## src/pwmst_pkg.sv

```systemverilog
package pwmst_pkg;
    // register offsets (byte addresses, one word each)
    localparam logic [3:0] PWMST_OFS_RELOC = 4'h0;
    localparam logic [3:0] PWMST_OFS_MODE = 4'h4;
    localparam logic [3:0] PWMST_OFS_SHDN = 4'h8;
    localparam logic [3:0] PWMST_OFS_STEER = 4'hC;
    localparam logic [4:0] PWMST_OFS_RSTDB = 5'h10;
    localparam logic [4:0] PWMST_OFS_FLAG = 5'h14;
    localparam int PWMST_AW = 5;
    // mode register fields
    localparam int PWMST_MODE_CFG_LSB = 6;
    localparam int PWMST_MODE_SEL_HI = 2;
    localparam logic [1:0] PWMST_SEL_PWM = 2'h3;
    localparam logic [1:0] PWMST_CFG_SINGLE = 2'h0;
    localparam logic [1:0] PWMST_CFG_HALF = 2'h2;
    // shutdown register fields
    localparam int PWMST_SD_STATUS = 7;
    localparam int PWMST_SD_SRC_LSB = 4;
    localparam int PWMST_SD_A_LSB = 2;
    localparam int PWMST_SD_B_LSB = 0;
    localparam logic [1:0] PWMST_SS_LOW = 2'h0;
    localparam logic [1:0] PWMST_SS_HIGH = 2'h1;
    // steering register: writable mask (bits 7..5 unimplemented)
    localparam int PWMST_ST_SYNC = 4;
    localparam logic [7:0] PWMST_ST_MASK = 8'h1F;
    localparam logic [7:0] PWMST_RELOC_MASK = 8'h03;
    localparam int PWMST_RS_EN = 7;
    // resets
    localparam logic [7:0] PWMST_RST_BYTE = 8'h00;
    localparam logic [7:0] PWMST_RST_STEER = 8'h01;
    localparam logic [7:0] PWMST_RST_DIR = 8'hFF;
endpackage

```

## src/pwmst_top.sv

```systemverilog
// Functional notes
// - steering mode only when mode upper bits are 11 and configuration is 00
// - either pin may carry the waveform, chosen by its steering enable
// - while steering, every enabled pin carries the identical waveform at the same time
// - low two mode bits set each pin polarity while steering
// - shutdown forces only pins enabled for PWM (the steered pins while steering); other pins untouched
// - sync bit 0: new steering applies right after the write
// - sync bit 1: new steering waits for the next period start
// - period flag sets as the second period begins
// - unimplemented bits read as zero
// - pins may move to alternate locations by relocation register
// - after reset all pins are high impedance until drivers enabled
// - shutdown drives each pin to one, zero or high impedance
// - shutdown event sets status, held until firmware clear or restart
// - auto-restart clears status in hardware at the next period start after condition goes away
// - half-bridge delays each rising transition by the dead-band count
//
// The Avalon-MM interface to the registers and the address map were decided locally.
module pwmst_top
    import pwmst_pkg::*;
(
    input wire logic sys_clk,
    input wire logic resetn,
    input wire logic [4:0] avs_address,
    input wire logic avs_read,
    input wire logic avs_write,
    input wire logic [31:0] avs_writedata,
    input wire logic [3:0] avs_byteenable,
    output logic [31:0] avs_readdata,
    output logic avs_waitrequest,
    input wire logic period_match,
    input wire logic duty_active,
    input wire logic [2:0] shutdown_inputs,
    input wire logic [1:0] port_data,
    output logic [1:0] pin_primary_out,
    output logic [1:0] pin_primary_oe,
    output logic [1:0] pin_alternate_out,
    output logic [1:0] pin_alternate_oe
);
    import pwmst_pkg::*;

    typedef enum logic [1:0] {PWMST_IDLE, PWMST_ARMED, PWMST_RUNNING} pwmst_state_t;

    logic [7:0] reloc_ff;
    logic [7:0] mode_ff;
    logic [7:0] shdn_ff;
    logic [7:0] steer_ff;
    logic [7:0] rstdb_ff;
    logic [7:0] dir_ff;
    logic [1:0] active_en_ff;
    logic flag_ff;
    logic ack_ff;
    logic [31:0] rdata_ff;
    logic [1:0] pin_q_ff;
    logic [1:0] pin_oe_ff;
    pwmst_state_t state_ff;
    pwmst_state_t nxt_state;
    logic [7:0] nxt_shdn;
    logic [1:0] nxt_active;
    logic nxt_flag;

    // byte-lane merge of a write into a register
    function automatic logic [7:0] pwmst_merge(input logic [7:0] old, input logic [7:0] mask);
        pwmst_merge = avs_byteenable[0] ? (avs_writedata[7:0] & mask) : old;
    endfunction

    // drive value for a pin in shutdown: data then enable
    function automatic logic [1:0] pwmst_sd_drive(input logic [1:0] ss);
        case (ss)
            PWMST_SS_LOW: pwmst_sd_drive = 2'h1;
            PWMST_SS_HIGH: pwmst_sd_drive = 2'h3;
            default: pwmst_sd_drive = 2'h0;
        endcase
    endfunction

    // bus decode: answer one cycle after the request is seen
    wire req = (avs_read | avs_write) & ~ack_ff;
    wire wr_go = avs_write & ack_ff;
    wire sel_reloc = avs_address == {1'b0, PWMST_OFS_RELOC};
    wire sel_mode = avs_address == {1'b0, PWMST_OFS_MODE};
    wire sel_shdn = avs_address == {1'b0, PWMST_OFS_SHDN};
    wire sel_steer = avs_address == {1'b0, PWMST_OFS_STEER};
    wire sel_rstdb = avs_address == PWMST_OFS_RSTDB;
    wire sel_flag = avs_address == PWMST_OFS_FLAG;
    assign avs_waitrequest = (avs_read | avs_write) & ~ack_ff;

    // mode decode
    wire [1:0] cfg = mode_ff[PWMST_MODE_CFG_LSB +: 2];
    wire pwm_on = mode_ff[PWMST_MODE_SEL_HI +: 2] == PWMST_SEL_PWM;
    wire steer_mode = pwm_on & (cfg == PWMST_CFG_SINGLE);
    wire half_mode = pwm_on & (cfg == PWMST_CFG_HALF);
    wire pol_a_low = mode_ff[1];
    wire pol_b_low = mode_ff[0];

    // shutdown: any selected source, level based
    wire sd_cond = |(shdn_ff[PWMST_SD_SRC_LSB +: 3] & shutdown_inputs);
    wire sd_status = shdn_ff[PWMST_SD_STATUS];
    wire shdn_wr = wr_go & sel_shdn;
    wire steer_wr = wr_go & sel_steer;
    wire sync_mode = steer_ff[PWMST_ST_SYNC];

    // status: set wins over clear, firmware write blocked while condition holds
    always_comb begin
        nxt_shdn = shdn_ff;
        if (shdn_wr) begin
            nxt_shdn = pwmst_merge(shdn_ff, 8'hFF);
        end
        if (sd_cond) begin
            nxt_shdn[PWMST_SD_STATUS] = 1'b1;
        end else if (rstdb_ff[PWMST_RS_EN] && period_match) begin
            nxt_shdn[PWMST_SD_STATUS] = 1'b0;
        end
    end

    // steering enables: immediate or at the period boundary via shadow
    always_comb begin
        nxt_active = active_en_ff;
        if (steer_wr && !avs_writedata[PWMST_ST_SYNC]) begin
            nxt_active = avs_writedata[1:0];
        end else if (sync_mode && period_match) begin
            nxt_active = steer_ff[1:0];
        end
    end

    // start-up: waveform waits for a period start, flag on second period
    always_comb begin
        nxt_state = state_ff;
        nxt_flag = flag_ff;
        case (state_ff)
            PWMST_IDLE: if (pwm_on && period_match) nxt_state = PWMST_ARMED;
            PWMST_ARMED: if (period_match) begin
                nxt_state = PWMST_RUNNING;
            end
            PWMST_RUNNING: if (!pwm_on) nxt_state = PWMST_IDLE;
            default: nxt_state = PWMST_IDLE;
        endcase
        if (!pwm_on) nxt_state = PWMST_IDLE;
        if (wr_go && sel_flag && avs_byteenable[0] && !avs_writedata[0]) nxt_flag = 1'b0;
        if (period_match && state_ff != PWMST_IDLE) nxt_flag = 1'b1;
    end

    // half-bridge dead band on each phase
    logic db_a;
    logic db_b;
    wire run = state_ff != PWMST_IDLE;
    pwmst_deadband u_db_a (
        .sys_clk(sys_clk),
        .resetn(resetn),
        .delay_count(rstdb_ff[6:0]),
        .level_in(run & duty_active),
        .level_out(db_a)
    );
    pwmst_deadband u_db_b (
        .sys_clk(sys_clk),
        .resetn(resetn),
        .delay_count(rstdb_ff[6:0]),
        .level_in(run & ~duty_active),
        .level_out(db_b)
    );

    // per-pin function select
    wire raw = run & duty_active;
    wire en_a = steer_mode ? active_en_ff[0] : (pwm_on & ~steer_mode);
    wire en_b = steer_mode ? active_en_ff[1] : half_mode;
    wire wave_a = half_mode ? db_a : raw;
    wire wave_b = half_mode ? db_b : raw;
    wire [1:0] sd_a = pwmst_sd_drive(shdn_ff[PWMST_SD_A_LSB +: 2]);
    wire [1:0] sd_b = pwmst_sd_drive(shdn_ff[PWMST_SD_B_LSB +: 2]);
    wire lvl_a = (en_a & sd_status) ? sd_a[1] : (en_a ? wave_a ^ pol_a_low : port_data[0]);
    wire lvl_b = (en_b & sd_status) ? sd_b[1] : (en_b ? wave_b ^ pol_b_low : port_data[1]);
    wire drv_a = ~dir_ff[0] & ((en_a & sd_status) ? sd_a[0] : 1'b1);
    wire drv_b = ~dir_ff[1] & ((en_b & sd_status) ? sd_b[0] : 1'b1);

    // read mux, unimplemented bits zero
    wire [7:0] rd_byte = sel_reloc ? reloc_ff :
                         sel_mode ? mode_ff :
                         sel_shdn ? shdn_ff :
                         sel_steer ? steer_ff :
                         sel_rstdb ? rstdb_ff :
                         sel_flag ? {dir_ff[1:0], 5'h00, flag_ff} : 8'h00;

    // register and bus state
    always_ff @(posedge sys_clk or negedge resetn) begin
        if (!resetn) begin
            reloc_ff <= PWMST_RST_BYTE;
            mode_ff <= PWMST_RST_BYTE;
            shdn_ff <= PWMST_RST_BYTE;
            steer_ff <= PWMST_RST_STEER;
            rstdb_ff <= PWMST_RST_BYTE;
            dir_ff <= PWMST_RST_DIR;
            active_en_ff <= PWMST_RST_STEER[1:0];
            flag_ff <= 1'b0;
            ack_ff <= 1'b0;
            rdata_ff <= 32'h0000_0000;
            state_ff <= PWMST_IDLE;
        end else begin
            ack_ff <= req;
            rdata_ff <= {24'h00_0000, rd_byte};
            if (wr_go && sel_reloc) reloc_ff <= pwmst_merge(reloc_ff, PWMST_RELOC_MASK);
            if (wr_go && sel_mode) mode_ff <= pwmst_merge(mode_ff, 8'hFF);
            if (steer_wr) steer_ff <= pwmst_merge(steer_ff, PWMST_ST_MASK);
            if (wr_go && sel_rstdb) rstdb_ff <= pwmst_merge(rstdb_ff, 8'hFF);
            if (wr_go && sel_flag && avs_byteenable[0]) dir_ff <= {6'h00, avs_writedata[7:6]};
            shdn_ff <= nxt_shdn;
            active_en_ff <= nxt_active;
            flag_ff <= nxt_flag;
            state_ff <= nxt_state;
        end
    end

    // registered pin stage
    always_ff @(posedge sys_clk or negedge resetn) begin
        if (!resetn) begin
            pin_q_ff <= 2'h0;
            pin_oe_ff <= 2'h0;
        end else begin
            pin_q_ff <= {lvl_b, lvl_a};
            pin_oe_ff <= {drv_b, drv_a};
        end
    end

    // relocation: each pin sits at primary or alternate location
    assign pin_primary_out = pin_q_ff;
    assign pin_alternate_out = pin_q_ff;
    assign pin_primary_oe = pin_oe_ff & ~reloc_ff[1:0];
    assign pin_alternate_oe = pin_oe_ff & reloc_ff[1:0];
    assign avs_readdata = rdata_ff;
endmodule

```

## src/pwmst_deadband.sv

```systemverilog
module pwmst_deadband
    import pwmst_pkg::*;
(
    input wire logic sys_clk,
    input wire logic resetn,
    input wire logic [6:0] delay_count,
    input wire logic level_in,
    output logic level_out
);
    logic [6:0] cnt_ff;
    logic [6:0] nxt_cnt;
    logic out_ff;
    logic nxt_out;
    wire rising_req = level_in & ~out_ff;

    // rising edge waits delay_count cycles, falling passes at once
    always_comb begin
        nxt_cnt = 7'h00;
        nxt_out = 1'b0;
        if (rising_req) begin
            nxt_cnt = (cnt_ff == delay_count) ? cnt_ff : cnt_ff + 7'h01;
            nxt_out = (cnt_ff == delay_count);
        end else begin
            nxt_out = level_in;
        end
    end

    always_ff @(posedge sys_clk or negedge resetn) begin
        if (!resetn) begin
            cnt_ff <= 7'h00;
            out_ff <= 1'b0;
        end else begin
            cnt_ff <= nxt_cnt;
            out_ff <= nxt_out;
        end
    end

    assign level_out = out_ff;
endmodule

```

## config.mk

```make
export PLATFORM = sky130hd
export DESIGN_NAME = pwmst_top
export DESIGN_NICKNAME = d
export VERILOG_FILES = /design/src/pwmst_pkg.sv /design/src/pwmst_top.sv /design/src/pwmst_deadband.sv
export SDC_FILE = /design/constraint.sdc
export NUM_CORES = 1
export LEC_CHECK = 0
export BUFFER_PORTS_ARGS = -buffer_cell sky130_fd_sc_hd__buf_4
export CAP_MARGIN = 10
export CORE_UTILIZATION = 48
export CTS_CLUSTER_DIAMETER = 60
export DETAILED_ROUTE_END_ITERATION = 12
export GPL_TIMING_DRIVEN = 0
export MAX_ROUTING_LAYER = met4
export PLACE_DENSITY = 0.77
export SETUP_SLACK_MARGIN = 0.02
export SYNTH_ARGS = -nofsm -noshare
export SYNTH_HDL_FRONTEND = slang
export SYNTH_SLANG_ARGS = --single-unit
export TNS_END_PERCENT = 20
```

## constraint.sdc

```tcl
create_clock -name sys_clk -period 1.5 [get_ports sys_clk]
set_input_delay 0.3 -clock sys_clk [delete_from_list [all_inputs] [get_ports sys_clk]]
set_output_delay 0.3 -clock sys_clk [all_outputs]
set_load 0.01 [all_outputs]
```

==> run metrics <==
status=finished, violations left; failing checks=setup timing; P_leak=2.121 nW; worst-path cell chain=xor2_2 -> nor4_2 -> buf_4 -> a21oi_1 -> xnor2_1 -> nor2_1; Tcrit/Tclk final=103.1%; area grow syn2layout=27.86%; nets=483; Root Driver=clkbuf_8; EDFF count, synth=0; min-delay worst type=in -> async; final hold vios=0; maximum number of pins on one net before global-route repair=68; critical path arrival=1770 ps; PD cells=1006 nW/um^2; H-tree depth=3; share of post-route cells with drive strength above 1=36.41%; Fill cells=561; Die X=87.21 um; Starting DRT DRC Count=177; GRT Util Overall=24.88%; core region area=6907 um^2; slowest CP cell=dfrtp_2; crit path max fanout=5; CTS buffer count=9; Max Cap Viol=0; critical path required time=1720 ps; DR WL/cell=15.53 um; total congestion overflow=0; Mean Syn Cell Area=10.19 um^2; worst-margin pin slew=832.1 ps; DR vias/cell=5.196; most frequent cells in the layout=buf_4 (77), dfrtp_1 (55), nor2_1 (36); vias=2754; Residual DRC=0; detailed placement HPWL=5.726 mm; full die area=7605 um^2; count of input and output buffers=41; setup slack after layout=-47.03 ps; register area share after synthesis=48.26%; slowest stage delay, CP=460 ps; Yosys Warn Count=0; setup TNS=-172.6 ps; clk sinks=67; post-synthesis cell type count=46; final WL=8.230 mm; clk_skew=10.28 ps; Clock Pin Slew Worst Setup and Hold Paths=80 ps; Max Slew Vio Count=0; CTS tree=done; Initial Util=50.45%; Pwr Total=0.004484 W; vias in the first global route=2742; std cell rows=30; asr flop ratio synth=100.0%; Slew headroom=44.53%; min Tclk post-route=1547 ps; first-pass GRT wire length=13.61 mm; Final setup viols=8; commonest non-fill, non-tap cell in the layout=buf_4; Final GP Congestion=0.9657; Post-Syn Instances=342; RSZ-0062 raised after global routing=true; crit path kind=reg -> reg; Most used DFF post-synth=dfrtp_1; Seq cells post-synth=67; IR drop worst, VDD=0.5900 mV; Ports=93; crit start category=flop; antenna-violating nets left=0; TritonRoute pass-1 iters=4; initial antenna violation count=0; Diodes inserted=0; # hold bufs at CTS=0; CP endpoint kind=flop; cell area after synthesis=3485 um^2; Die Ht=87.21 um; fmax=646.4 MHz; Clock Path Buffers=2; worst-skew pair later-pin latency=350 ps
sequential cells by signal, indices dropped and copies added, names as in the netlist:
signal	count
avs_readdata	8
mode_ff	8
rstdb_ff	8
shdn_ff	8
u_db_a.cnt_ff	7
u_db_b.cnt_ff	7
steer_ff	5
active_en_ff	2
dir_ff	2
pin_alternate_out	2
pin_oe_ff	2
reloc_ff	2
state_ff	2
ack_ff	1
flag_ff	1
u_db_a.level_out	1
u_db_b.level_out	1
cell type report:
| type | count | area [um^2] | area share, % |
|---|---|---|---|
| multi-input combinational | 260 | 1744 | 39.15 |
| clock buffer | 10 | 137.6 | 3.089 |
| inverter | 5 | 18.77 | 0.4212 |
| clock inverter | 6 | 88.84 | 1.994 |
| timing repair buffer | 54 | 434.2 | 9.744 |
| tap | 96 | 120.1 | 2.696 |
| buffer | 32 | 220.2 | 4.942 |
| sequential | 67 | 1692 | 37.97 |
Yosys cell counts, types with 2 or more instances:
library cell / n / area share [%]
nand4_1: 4 / 0.72
o21a_1: 2 / 0.43
buf_2: 2 / 0.29
nor2b_1: 5 / 0.90
mux2_2: 29 / 9.4
o21ai_0: 13 / 1.9
mux2i_1: 8 / 2.3
dfrtp_1: 63 / 45
buf_4: 26 / 5.6
a21oi_1: 24 / 3.4
inv_1: 5 / 0.54
nand2_1: 29 / 3.1
nand2b_1: 3 / 0.54
nor2_2: 3 / 0.54
nor2_1: 38 / 4.1
and2_1: 7 / 1.3
dfstp_2: 4 / 3.0
nand3_1: 6 / 0.86
ha_1: 2 / 0.72
xor2_1: 12 / 3.0
clkbuf_1: 3 / 0.32
or3_1: 4 / 0.72
nor3_1: 6 / 0.86
o31ai_1: 3 / 0.65
a31oi_1: 7 / 1.3
xnor2_1: 14 / 3.5
routing by layer:
metal / GRT usage (%) / wire (um) / part of all wire, % / vias up
li1: - / - / - / 1309
met1: 30.75 / 3460 / 42 / 1336
met2: 39.87 / 4061 / 49 / 92
met3: 5.213 / 523 / 6.4 / 17
met4: 10.43 / 184 / 2.2 / 0
met5: - / 0 / 0 / -
worst paths after layout:
path | from | endpoint | slack, ps | cells past startpoint
min | resetn | u_db_a.cnt_ff[0] | 50 | 1
min reg2reg | ack_ff | ack_ff | 500 | 1
max in group asynchronous | resetn | rstdb_ff[5] | 840 | 1
max reg2reg | rstdb_ff[2] | u_db_b.cnt_ff[3] | -50 | 6
min in group sys_clk | avs_byteenable[0] | steer_ff[4] | 130 | 2
max | rstdb_ff[2] | u_db_b.cnt_ff[3] | -50 | 6
stage by stage:
step	hold WS, ps	utilization, %	instance area (um^2)	worst slack, ps	std cells
after CTS	71.91	63.30	4372	-35.23	528
after detailed placement	459.2	57.90	3999	-419.1	502
after floorplan	4.409	-	3571	-67.97	365
final	46.09	64.51	4456	-47.03	530
after global routing	117.8	64.51	4456	-157.4	530
after global placement	449.9	57.90	3999	-363.0	502
worst max-delay path: cells and delay by family (launching register included):
family                 cells  cell delay (ps)
flip-flops                 1              460
AO/OA/AOI/OAI              1               90
XOR/XNOR                   2              320
buffers and inverters      1              200
AND/OR/NAND/NOR            2              360
power breakdown:
part           switching (W)  internal (W)
clock               0.000714      0.000980
sequential          0.000105       0.00194
combinational       0.000395      0.000348
total                0.00121       0.00327
what timing repair did:
item,4_1_cts,5_1_grt
setup endpoints to repair,41,28
pin swaps,10,14
resized for setup,17,19
gates cloned,0,0
setup buffers,11,2
cells by family (layout without fill, tap and decap cells):
logic type                 after synthesis  in the layout  synth area share, %
and+or+nand+nor                        112            112                15.40
DFF                                     67             67                48.26
AOI/OAI and AO/OA                       59             59                10.13
buffers and inverters                   38            107                7.181
muxes                                   37             37                11.67
xor gates and xnor gates                26             26                6.535
adders and majority gates                2              2               0.7180
other                                    1             24               0.1076
Power figures use the tool's default switching activity.
